## config.mk

```make
export PLATFORM = sky130hd
export DESIGN_NAME = sram_host_ctrl
export DESIGN_NICKNAME = d
export VERILOG_FILES = /design/src/inc/sram_timing_pkg.sv /design/src/core/sram_host_ctrl.sv /design/src/core/interval_timer.sv /design/src/core/data_lane_io.sv
export SDC_FILE = /design/constraint.sdc
export NUM_CORES = 1
export LEC_CHECK = 0
export BUFFER_PORTS_ARGS = -buffer_cell sky130_fd_sc_hd__buf_2
export CORE_MARGIN = 10
export CORE_UTILIZATION = 45
export CTS_CLUSTER_DIAMETER = 50
export CTS_CLUSTER_SIZE = 40
export DETAILED_ROUTE_END_ITERATION = 8
export PLACE_DENSITY = 0.71
export SETUP_SLACK_MARGIN = 0.15
export SKIP_LAST_GASP = 1
export SYNTH_ARGS = -nofsm -noshare
export SYNTH_HDL_FRONTEND = slang
export SYNTH_SLANG_ARGS = --single-unit
```

## constraint.sdc

```tcl
create_clock -name clock -period 7.9 [get_ports clock]
set_clock_uncertainty 0.15 [all_clocks]
set_input_delay 0.395 -clock clock [delete_from_list [all_inputs] [get_ports clock]]
set_output_delay 0.395 -clock clock [all_outputs]
set_load 0.005 [all_outputs]
```

## src/inc/sram_timing_pkg.sv

```systemverilog
// constants, timing counts and state encoding for the async sram host controller
package sram_timing_pkg;

  // ==========================================================
  // widths and clock
  localparam int ADDR_W          = 20;
  localparam int DATA_W          = 16;
  localparam int CNT_W           = 5;
  localparam int CLOCK_PERIOD_PS = 4000;

  // ==========================================================
  // times in ns, fast grade then slow grade
  localparam int FAST_CYCLE_NS     = 45;
  localparam int SLOW_CYCLE_NS     = 55;
  localparam int FAST_WRITE_END_NS = 35;
  localparam int SLOW_WRITE_END_NS = 40;
  localparam int DATA_SETUP_NS     = 28;
  localparam int DATA_HOLD_NS      = 0;
  localparam int FLOAT_NS          = 18;
  localparam int RETENTION_SETUP_NS = 0;

  // ==========================================================
  // least times round up, never below one cycle
  function automatic int ns_to_cycles(input int ns);
    int c;
    c = (ns * 1000 + CLOCK_PERIOD_PS - 1) / CLOCK_PERIOD_PS;
    return (c < 1) ? 1 : c;
  endfunction

  function automatic int max_int(input int a, input int b);
    return (a > b) ? a : b;
  endfunction

  // strobe pulse covers select, lane and address setup as well as data setup
  localparam logic [CNT_W-1:0] FAST_CYCLE_CYC =
    CNT_W'(ns_to_cycles(FAST_CYCLE_NS));
  localparam logic [CNT_W-1:0] SLOW_CYCLE_CYC =
    CNT_W'(ns_to_cycles(SLOW_CYCLE_NS));
  localparam logic [CNT_W-1:0] FAST_PULSE_CYC =
    CNT_W'(max_int(ns_to_cycles(FAST_WRITE_END_NS), ns_to_cycles(DATA_SETUP_NS)));
  localparam logic [CNT_W-1:0] SLOW_PULSE_CYC =
    CNT_W'(max_int(ns_to_cycles(SLOW_WRITE_END_NS), ns_to_cycles(DATA_SETUP_NS)));
  localparam logic [CNT_W-1:0] FLOAT_CYC =
    CNT_W'(ns_to_cycles(FLOAT_NS));

  // ==========================================================
  // grade selection, used for the cycle and pulse counts; the float wait is the same in both grades
  function automatic logic [CNT_W-1:0] grade_count(input logic fast,
                                                   input logic [CNT_W-1:0] fast_v,
                                                   input logic [CNT_W-1:0] slow_v);
    return fast ? fast_v : slow_v;
  endfunction

  // ==========================================================
  // controller states, gray along the idle-turn-write and idle-read paths
  typedef enum logic [2:0] {
    ST_IDLE        = 3'h0,
    ST_TURN        = 3'h1,
    ST_W_PULSE     = 3'h3,
    ST_W_RECOVER   = 3'h2,
    ST_R_ACCESS    = 3'h4,
    ST_RET_HOLD    = 3'h7,
    ST_RET_RECOVER = 3'h5
  } ctrl_state_e;

endpackage

```

## src/core/sram_host_ctrl.sv

```systemverilog
// host-side cycle sequencer for an asynchronous 16-bit static ram
module sram_host_ctrl #(
  parameter int ADDR_W = sram_timing_pkg::ADDR_W,
  parameter int DATA_W = sram_timing_pkg::DATA_W
) (
  input  wire logic              clock,
  input  wire logic              rst,
  input  wire logic              fast_grade,
  input  wire logic              req_valid,
  output logic                   req_ready,
  input  wire logic              req_write,
  input  wire logic [ADDR_W-1:0] req_addr,
  input  wire logic [DATA_W-1:0] req_wdata,
  input  wire logic [1:0]        req_lane_en,
  output logic                   rsp_valid,
  output logic [DATA_W-1:0]      rsp_rdata,
  input  wire logic              retention_req,
  output logic                   retention_ready,
  output logic [ADDR_W-1:0]      mem_addr,
  output logic                   primary_select_n,
  output logic                   secondary_select,
  output logic                   write_strobe_n,
  output logic                   drive_enable_n,
  output logic                   low_lane_n,
  output logic                   high_lane_n,
  input  wire logic [DATA_W-1:0] data_in,
  output logic [DATA_W-1:0]      data_out,
  output logic [1:0]             data_oe
);

  localparam int CW = sram_timing_pkg::CNT_W;

  // ==========================================================
  // state
  typedef struct packed {
    sram_timing_pkg::ctrl_state_e state;
    logic [ADDR_W-1:0]            addr;
    logic [DATA_W-1:0]            wdata;
    logic [1:0]                   lanes;
    logic                         selected;
    logic                         we_n;
    logic                         de_n;
    logic [1:0]                   drive;
    logic                         rsp;
    logic                         ret_ready;
  } ctrl_s;

  ctrl_s s;
  ctrl_s n;

  logic          phase_load;
  logic [CW-1:0] phase_value;
  logic          phase_done;
  logic          bus_load;
  logic          bus_free;
  logic          capture;

  logic [CW-1:0] cycle_cyc;
  logic [CW-1:0] pulse_cyc;
  logic [CW-1:0] recover_cyc;

  // ==========================================================
  // helpers
  // done is high while the count is zero and is acted on one edge later, so an interval of c cycles loads c-1
  function automatic logic [CW-1:0] load_for(input logic [CW-1:0] cycles);
    return cycles - CW'(1);
  endfunction

  // a lane pin is low only while the memory is selected
  function automatic logic lane_pin_n(input logic selected, input logic enabled);
    return !(selected && enabled);
  endfunction

  // strobe, selects and lane drive fall on one edge
  function automatic ctrl_s start_write(input ctrl_s cur);
    ctrl_s nxt;
    nxt          = cur;
    nxt.state    = sram_timing_pkg::ST_W_PULSE;
    nxt.selected = 1'b1;
    nxt.we_n     = 1'b0;
    nxt.drive    = cur.lanes;
    return nxt;
  endfunction

  // ==========================================================
  // grade-dependent counts
  assign cycle_cyc = sram_timing_pkg::grade_count(fast_grade,
                                                  sram_timing_pkg::FAST_CYCLE_CYC,
                                                  sram_timing_pkg::SLOW_CYCLE_CYC);
  assign pulse_cyc = sram_timing_pkg::grade_count(fast_grade,
                                                  sram_timing_pkg::FAST_PULSE_CYC,
                                                  sram_timing_pkg::SLOW_PULSE_CYC);
  // recovery fills the rest of the write cycle after the strobe rises
  assign recover_cyc = cycle_cyc - pulse_cyc;

  // ==========================================================
  // timers
  interval_timer #(
    .WIDTH      (CW)
  ) phase_timer (
    .clock      (clock),
    .rst        (rst),
    .load       (phase_load),
    .load_value (phase_value),
    .done       (phase_done)
  );

  // counts out the memory's release of the bus after a read
  interval_timer #(
    .WIDTH      (CW)
  ) bus_timer (
    .clock      (clock),
    .rst        (rst),
    .load       (bus_load),
    .load_value (load_for(sram_timing_pkg::FLOAT_CYC)),
    .done       (bus_free)
  );

  // ==========================================================
  // sequencer
  assign req_ready = (s.state == sram_timing_pkg::ST_IDLE) && !retention_req;

  always_comb begin
    n           = s;
    n.rsp       = 1'b0;
    phase_load  = 1'b0;
    phase_value = '0;
    bus_load    = 1'b0;
    capture     = 1'b0;
    case (s.state)
      sram_timing_pkg::ST_IDLE: begin
        if (retention_req) begin
          // already deselected in idle, so supply may drop at once
          n.state     = sram_timing_pkg::ST_RET_HOLD;
          n.ret_ready = 1'b1;
        end else if (req_valid) begin
          n.addr  = req_addr;
          n.lanes = req_lane_en;
          n.wdata = req_wdata;
          if (req_write) begin
            if (req_lane_en == 2'h0) begin
              // no lane to write, so the memory is never strobed
              n.state = sram_timing_pkg::ST_IDLE;
            end else if (!bus_free) begin
              // read data may still be on the pins
              n.state = sram_timing_pkg::ST_TURN;
            end else begin
              n           = start_write(n);
              phase_load  = 1'b1;
              phase_value = load_for(pulse_cyc);
            end
          end else begin
            // address, selects and lanes all move on the same edge
            n.state     = sram_timing_pkg::ST_R_ACCESS;
            n.selected  = 1'b1;
            n.de_n      = 1'b0;
            n.we_n      = 1'b1;
            phase_load  = 1'b1;
            phase_value = load_for(cycle_cyc);
          end
        end
      end
      sram_timing_pkg::ST_TURN: begin
        if (bus_free) begin
          // float wait has run, so lane drive cannot meet read data
          n           = start_write(n);
          phase_load  = 1'b1;
          phase_value = load_for(pulse_cyc);
        end
      end
      sram_timing_pkg::ST_W_PULSE: begin
        // drive-enable stays high, so no float wait on the strobe
        n.de_n = 1'b1;
        if (phase_done) begin
          // strobe rise ends the write; data, address and lanes held past it
          n.state     = sram_timing_pkg::ST_W_RECOVER;
          n.we_n      = 1'b1;
          phase_load  = 1'b1;
          phase_value = load_for(recover_cyc);
        end
      end
      sram_timing_pkg::ST_W_RECOVER: begin
        if (phase_done) begin
          n.state    = sram_timing_pkg::ST_IDLE;
          n.selected = 1'b0;
          n.drive    = 2'h0;
        end
      end
      sram_timing_pkg::ST_R_ACCESS: begin
        if (phase_done) begin
          n.state    = sram_timing_pkg::ST_IDLE;
          capture    = 1'b1;
          n.rsp      = 1'b1;
          n.selected = 1'b0;
          n.de_n     = 1'b1;
          bus_load   = 1'b1;
        end
      end
      sram_timing_pkg::ST_RET_HOLD: begin
        if (!retention_req) begin
          // supply is back; one full read cycle before any access
          n.state     = sram_timing_pkg::ST_RET_RECOVER;
          n.ret_ready = 1'b0;
          phase_load  = 1'b1;
          phase_value = load_for(cycle_cyc);
        end
      end
      sram_timing_pkg::ST_RET_RECOVER: begin
        if (phase_done) begin
          n.state = sram_timing_pkg::ST_IDLE;
        end
      end
      default: begin
        n.state     = sram_timing_pkg::ST_IDLE;
        n.selected  = 1'b0;
        n.we_n      = 1'b1;
        n.de_n      = 1'b1;
        n.drive     = 2'h0;
        n.ret_ready = 1'b0;
      end
    endcase
  end

  // ==========================================================
  // registers
  always_ff @(posedge clock or posedge rst) begin
    if (rst) begin
      s           <= '0;
      s.state     <= sram_timing_pkg::ST_IDLE;
      s.we_n      <= 1'b1;
      s.de_n      <= 1'b1;
    end else begin
      s <= n;
    end
  end

  // ==========================================================
  // data pins
  data_lane_io #(
    .DATA_W        (DATA_W)
  ) lane_io (
    .clock         (clock),
    .rst           (rst),
    .next_drive    (n.drive),
    .wdata         (n.wdata),
    .capture       (capture),
    .capture_lanes (s.lanes),
    .data_in       (data_in),
    .data_out      (data_out),
    .data_oe       (data_oe),
    .rdata         (rsp_rdata)
  );

  // ==========================================================
  // control pins from flip-flops; the lane pins gate the lane flops with the select flop
  // lanes only go low while selected, so idle is deselected on every path
  assign mem_addr         = s.addr;
  assign primary_select_n = !s.selected;
  assign secondary_select = s.selected;
  assign write_strobe_n   = s.we_n;
  assign drive_enable_n   = s.de_n;
  assign low_lane_n       = lane_pin_n(s.selected, s.lanes[0]);
  assign high_lane_n      = lane_pin_n(s.selected, s.lanes[1]);
  assign rsp_valid        = s.rsp;
  assign retention_ready  = s.ret_ready;

endmodule

```

## src/core/interval_timer.sv

```systemverilog
// down-counter that marks the end of a timed interval
module interval_timer #(
  parameter int WIDTH = sram_timing_pkg::CNT_W
) (
  input  wire logic             clock,
  input  wire logic             rst,
  input  wire logic             load,
  input  wire logic [WIDTH-1:0] load_value,
  output logic                  done
);

  typedef struct packed {
    logic [WIDTH-1:0] count;
  } timer_s;

  timer_s state;
  timer_s next_state;

  // ==========================================================
  // count
  always_comb begin
    next_state = state;
    if (load) begin
      next_state.count = load_value;
    end else if (state.count != '0) begin
      next_state.count = state.count - WIDTH'(1);
    end
  end

  always_ff @(posedge clock or posedge rst) begin
    if (rst) begin
      state <= '0;
    end else begin
      state <= next_state;
    end
  end

  assign done = (state.count == '0);

endmodule

```

## src/core/data_lane_io.sv

```systemverilog
// registered data pin drive and per-lane read capture
module data_lane_io #(
  parameter int DATA_W = sram_timing_pkg::DATA_W
) (
  input  wire logic              clock,
  input  wire logic              rst,
  input  wire logic [1:0]        next_drive,
  input  wire logic [DATA_W-1:0] wdata,
  input  wire logic              capture,
  input  wire logic [1:0]        capture_lanes,
  input  wire logic [DATA_W-1:0] data_in,
  output logic [DATA_W-1:0]      data_out,
  output logic [1:0]             data_oe,
  output logic [DATA_W-1:0]      rdata
);

  localparam int HALF = DATA_W / 2;

  typedef struct packed {
    logic [DATA_W-1:0] dout;
    logic [1:0]        oe;
    logic [DATA_W-1:0] rd;
  } io_s;

  io_s state;
  io_s next_state;

  // ==========================================================
  // lanes: bit 0 is the low byte, bit 1 the high byte
  always_comb begin
    next_state     = state;
    next_state.oe  = next_drive;
    if (next_drive != 2'h0) begin
      next_state.dout = wdata;
    end
    if (capture) begin
      // unselected lane reads as zero since the memory leaves it floating
      next_state.rd[HALF-1:0]      = capture_lanes[0] ? data_in[HALF-1:0] : '0;
      next_state.rd[DATA_W-1:HALF] = capture_lanes[1] ? data_in[DATA_W-1:HALF] : '0;
    end
  end

  always_ff @(posedge clock or posedge rst) begin
    if (rst) begin
      state <= '0;
    end else begin
      state <= next_state;
    end
  end

  assign data_out = state.dout;
  assign data_oe  = state.oe;
  assign rdata    = state.rd;

endmodule

```

# ---- Yosys cells after proc, flatten, opt, wreduce, memory -nomap -nowiden
# Index checks and enable logic that the tools add are counted.
dict set report totals {
  output_inout_bits 63
  reg_bits 90
  in_bits 60
  elab_cells 126
}
dict set report classes {
  n_reduce_logical 29
  eq_ne 19
  n_mux 52
  bitwise 6
  addsub 6
}
# op count
set ops {}
lappend ops {{48-bit two-way mux} 2}
lappend ops {{38-bit case mux with 2 select lines} 1}
lappend ops {{5-bit two-way mux} 11}
lappend ops {{44-bit two-way mux} 1}
lappend ops {{1-bit case mux with 4 select lines} 5}
lappend ops {{5-bit case mux with 4 select lines} 1}
lappend ops {{3-bit two-way mux} 6}
lappend ops {{8-bit two-way mux} 2}
lappend ops {{2-bit inequality test, second input constant} 8}
lappend ops {{3-bit case mux with 5 select lines} 1}
lappend ops {{5-bit by 1-bit subtractor with 5-bit output, second input constant} 3}
lappend ops {{7-bit two-way mux} 2}
lappend ops {{7-bit AND reduction} 2}
lappend ops {{1-bit two-way mux} 12}
lappend ops {{4-bit OR reduction} 3}
lappend ops {{5-bit logical NOT} 2}
lappend ops {{2-bit two-way mux} 5}
lappend ops {{5-bit nonzero test} 2}
lappend ops {{4-bit by 1-bit subtractor with 5-bit output, second input constant} 2}
lappend ops {{3-bit == test, second input constant} 3}
lappend ops {{3-bit inequality test, second input constant} 3}
lappend ops {{3-bit OR reduction} 3}
lappend ops {{2-bit case mux with 4 select lines} 1}
lappend ops {{4-bit AND reduction} 2}
lappend ops {{15 further kinds} 29}

# ---- Depth between registers and ports, before layout
dict set report depth {
  ltp_word 9
  ltp_mapped 10
  depth_no_buf 8
}

# ---- Cells and area by module
# From an unflattened synthesis, not the netlist that was laid out.
dict set report hier_totals {
  cells_unflattened 337
  hier_area_um2 4362.9
}
# module area_each_um2 cells_each instances
set modules_own_cells {}
lappend modules_own_cells {sram_host_ctrl 2522.4 206 1}
lappend modules_own_cells {data_lane_io 1275.0 75 1}
lappend modules_own_cells {interval_timer 282.8 28 2}

# ---- Worst setup path after synthesis
# No wires, ideal clock.
dict set report synth_timing {
  path_type {register to register}
  startpoint {register bus_timer.state[0] (netlist bit)}
  endpoint {register lane_io.state (netlist bit lane_io.data_out[0])}
  path_buffers 2
  required_time_ns 7.625
  stages_incl_launch_ff 11
  t_arrival_ns 2.308
  setup_ns 0.125
  path_slack_ns 5.317
  cell_sequence {dfrtp_1 inv_1 ha_1 or4b_1 buf_2 nor4b_4 a222oi_1 o21ai_2 nand4b_4 buf_6 mux2_4}
}
dict set report synth_via {
  elab_chain_len 8
  word_cells_on_any_way 9
}
# item line
set synth_rtl {}
lappend synth_rtl {{from (decl)} interval_timer.sv:16} ;# timer_s state;
lappend synth_rtl {{from (signal assigned)} interval_timer.sv:34} ;# state <= next_state;
lappend synth_rtl {{5-bit logical NOT *} interval_timer.sv:38} ;# assign done = (state.count == '0);
lappend synth_rtl {{7-bit two-way mux} sram_host_ctrl.sv:144} ;# end else if (!bus_free) begin
lappend synth_rtl {{7-bit two-way mux} sram_host_ctrl.sv:141} ;# if (req_lane_en == 2'h0) begin
lappend synth_rtl {{4-bit two-way mux} sram_host_ctrl.sv:140} ;# if (req_write) begin
lappend synth_rtl {{48-bit two-way mux} sram_host_ctrl.sv:136} ;# end else if (req_valid) begin
lappend synth_rtl {{44-bit two-way mux} sram_host_ctrl.sv:132} ;# if (retention_req) begin
lappend synth_rtl {{2-bit case mux with 4 select lines *} sram_host_ctrl.sv:130} ;# case (s.state)
lappend synth_rtl {{named net lane_io.next_drive[0]} data_lane_io.sv:7} ;# input wire logic [1:0] next_drive,
lappend synth_rtl {{2-bit nonzero test *} data_lane_io.sv:33} ;# if (next_drive != 2'h0) begin
lappend synth_rtl {{to (signal assigned)} data_lane_io.sv:47} ;# state <= next_state;
lappend synth_rtl {{to (decl)} data_lane_io.sv:25} ;# io_s state;
# Mark *: on every way through the listed nets, which the timed path passes. The rest lies on a longest branch. The select of a mux whose other input is x is not followed.
# A chain may end at the register's enable or synchronous reset.

# ---- Worst setup path after layout
dict set report layout_timing {
  startpoint {register phase_timer.state[0] (netlist bit)}
  endpoint {register lane_io.state (netlist bit lane_io.rdata[15])}
}
dict set report layout_via {
  elab_chain_len 3
}
# item line
set layout_rtl {}
lappend layout_rtl {{from (decl)} interval_timer.sv:16}
lappend layout_rtl {{from (signal assigned)} interval_timer.sv:34}
lappend layout_rtl {{5-bit logical NOT} interval_timer.sv:38}
lappend layout_rtl {{1-bit two-way mux} sram_host_ctrl.sv:190} ;# if (phase_done) begin
lappend layout_rtl {{1-bit two-way mux} sram_host_ctrl.sv:130}
# No other way between the ends.

==> results.toml <==
[status]
outcome = "completed"

[cells_and_area]
final_common_cell = "nand2_1"
finalNetCount = 590
final_cell_mix = "nand2_1 (160), buf_2 (122), dfrtp_1 (88)"
stdcell_count = 639
diodes = 0
drive_gt1_frac = 0.320
syn2layout_area_growth_pct = 16.7

[grt]
track_usage = 0.151
grt_pass1_vias = 3278
antenna_found_initial = 0
grt_max_degree = 91
grt_pass1_wl_mm = 16.5
grt-ovfl-total = 0

[power_and_ir_drop]
power.total_mw = 1.49
p_per_area_nw_per_um2 = 307
pwr-share-clk = 0.201
irDropWorstVdd_mv = 0.148
p_comb_frac = 0.313
power.switching_mw = 0.521
p_int_mw = 0.967
power_frac_seq = 0.486
p_leak_nw = 2.57
netSwitchingFraction = 0.350

[detailed_routing]
vias = 3186
drtAntennaViolNets = 0
viasPerCell = 4.99
route.detailed.wl_per_inst_um = 15.6
first_pass_iters = 5
routed_wl_mm = 9.99
drc = 0
drt_iter0_drc = 319

[clock_network]
htreeDepth = 3
cts_sinks = 90
clk_pin_slew_ps = 100
cts_buffers = 9
ctsResizeCount = 0
clockBufferDepth = 2
cts_tree = "built"
hold_buffers = 0
cts-root-buf = "clkbuf_8"
cts_setup_buffers = 0
clock_latency_ps = 360

[floorplan]
dieArea_um2 = 13500
die_h_um = 116
start_util = 0.469
fp-row-count = 34
dieWidth_um = 116
coreArea_um2 = 8850
io_pins = 123

[placement]
dp_hpwl_mm = 7.27
dp_cells = 623
place_congestion = 0.872
port_buffers = 122

[min_path]
min_path_type = "primary input to flip-flop"

[synth]
ys_seq_area_frac = 0.543
synthFlopType = "dfrtp_1"
yosys_warnings = 0
synth.distinct_cells = 50
ys_seq_elements = 90
synthArstFlopShare = 1.00
syn_avg_cell_area_um2 = 9.54
syn_nets = 499
postSynthCellCount = 435
synthesis.area_um2 = 4150
synth-edff-count = 0

[setup_path]
cp.arrival_ps = 3710
startpoint_type = "flip-flop"
endpoint_kind = "flip-flop"
path_class = "flip-flop to flip-flop"
critPathMaxFanout = 21
required_ps = 8050

[sta]
rsz0062_at_grt = "false"
fmax_ghz = 0.281
worstMarginPinSlew_ps = 1130
slew_viol_final = 0
fin_crit_ps = 3560
tns_ps = 0
hold_viol = 0
max_slew_margin = 0.245
finalSetupViolCount = 0
min_period_over_period = 0.451
worst_hold_slack_ps = 69.2

[flow_run]
maxCapViolations = 0
[area by class of cell]
class | instances | area (µm²)
Clock buffer | 10 | 138
Fill cell | 834 | 4000
Tap cell | 108 | 135
Inverter | 11 | 42.5
Clock inverter | 6 | 50.0
Timing Repair Buffer | 123 | 618
Multi-Input combinational cell | 291 | 1610
Sequential cell | 90 | 2250
[cell usage after synthesis (2+ instances only)]
cell / count / share of area
nor4b_4: 2 / 0.011
a21oi_1: 9 / 0.011
a31oi_1: 2 / 0.0030
buf_4: 22 / 0.040
nand2b_1: 2 / 0.0030
nor3_1: 8 / 0.0096
inv_1: 10 / 0.0090
o21ai_0: 13 / 0.016
buf_1: 2 / 0.0018
ha_1: 4 / 0.012
mux2_4: 10 / 0.036
clkbuf_1: 17 / 0.015
or3_1: 2 / 0.0030
a21o_1: 4 / 0.0072
nor2_1: 15 / 0.014
nor3b_1: 2 / 0.0036
nand3_1: 21 / 0.025
xnor2_1: 3 / 0.0063
mux2_2: 9 / 0.024
dfstp_2: 2 / 0.013
dfrtp_1: 88 / 0.53
nand2_1: 160 / 0.14
[state kept, by name, summed over array words and instances, names as in the netlist, 2 cells and up]
name               flops
s                     21
phase_timer.state      5
mem_addr              20
lane_io.rdata         16
lane_io.data_oe        2
lane_io.data_out      16
bus_timer.state        5
[per-stage QoR]
stage / setup slack (ps) / cell area, µm² / utilization
final: 4340 / 4850 / 0.548
after global routing: 3920 / 4850 / 0.548
after CTS: 4310 / 4850 / 0.548
after detailed placement: 4320 / 4660 / 0.526
after global placement: 4400 / 4660 / 0.526
after floorplan: 5020 / 4150 / -
[power groups by stage]
stage	Clock, mW	Combinational (mW)	Sequential [mW]
after global routing	0.329	0.531	0.748
after detailed placement	0	0.477	0.732
after CTS	0.308	0.478	0.724
after floorplan	0	0.405	0.704
after global placement	0	0.457	0.724
final	0.299	0.466	0.723
[routing by layer]
metal  track usage  wire (µm)  share of wire
met5             0          0              0
met1         0.189       4350           0.44
met4        0.0584        163          0.016
met3        0.0460        832          0.083
met2         0.241       4640           0.46
[worst paths after layout]
check	slack [ps]	to	start	depth (start not counted)
setup / recovery	4340	lane_io.rdata[15]	phase_timer.state[0]	7
hold / removal	70	mem_addr[17]	req_addr[17]	3
setup reg to reg	4340	lane_io.rdata[15]	phase_timer.state[0]	7
hold reg to reg	320	lane_io.rdata[14]	lane_io.rdata[14]	2
max in group asynchronous	6670	bus_timer.state[2]	rst	3
min in group asynchronous	240	s[13]	rst	3
[cell families (layout without fill, tap and decap cells)]
logic type | count (synthesis) | count (layout) | synth area share
XOR/XNOR | 4 | 4 | 0.00844
AO/OA/AOI/OAI | 44 | 44 | 0.0714
adder cells (fa/ha/maj) | 4 | 4 | 0.0121
AND/OR/NAND/NOR | 220 | 220 | 0.234
multiplexers | 19 | 19 | 0.0606
buffers and inverters | 54 | 150 | 0.0708
flip-flops | 90 | 90 | 0.543
[critical path: stages (launching register included)]
cell and delay, ps:
dfrtp_1 410, inv_1 90, ha_1 150, nor4b_2 900, nand3_1 800, inv_1 750
nand3_1 160, nand2_1 100
Note: power is estimated with default switching activity, not from simulation.
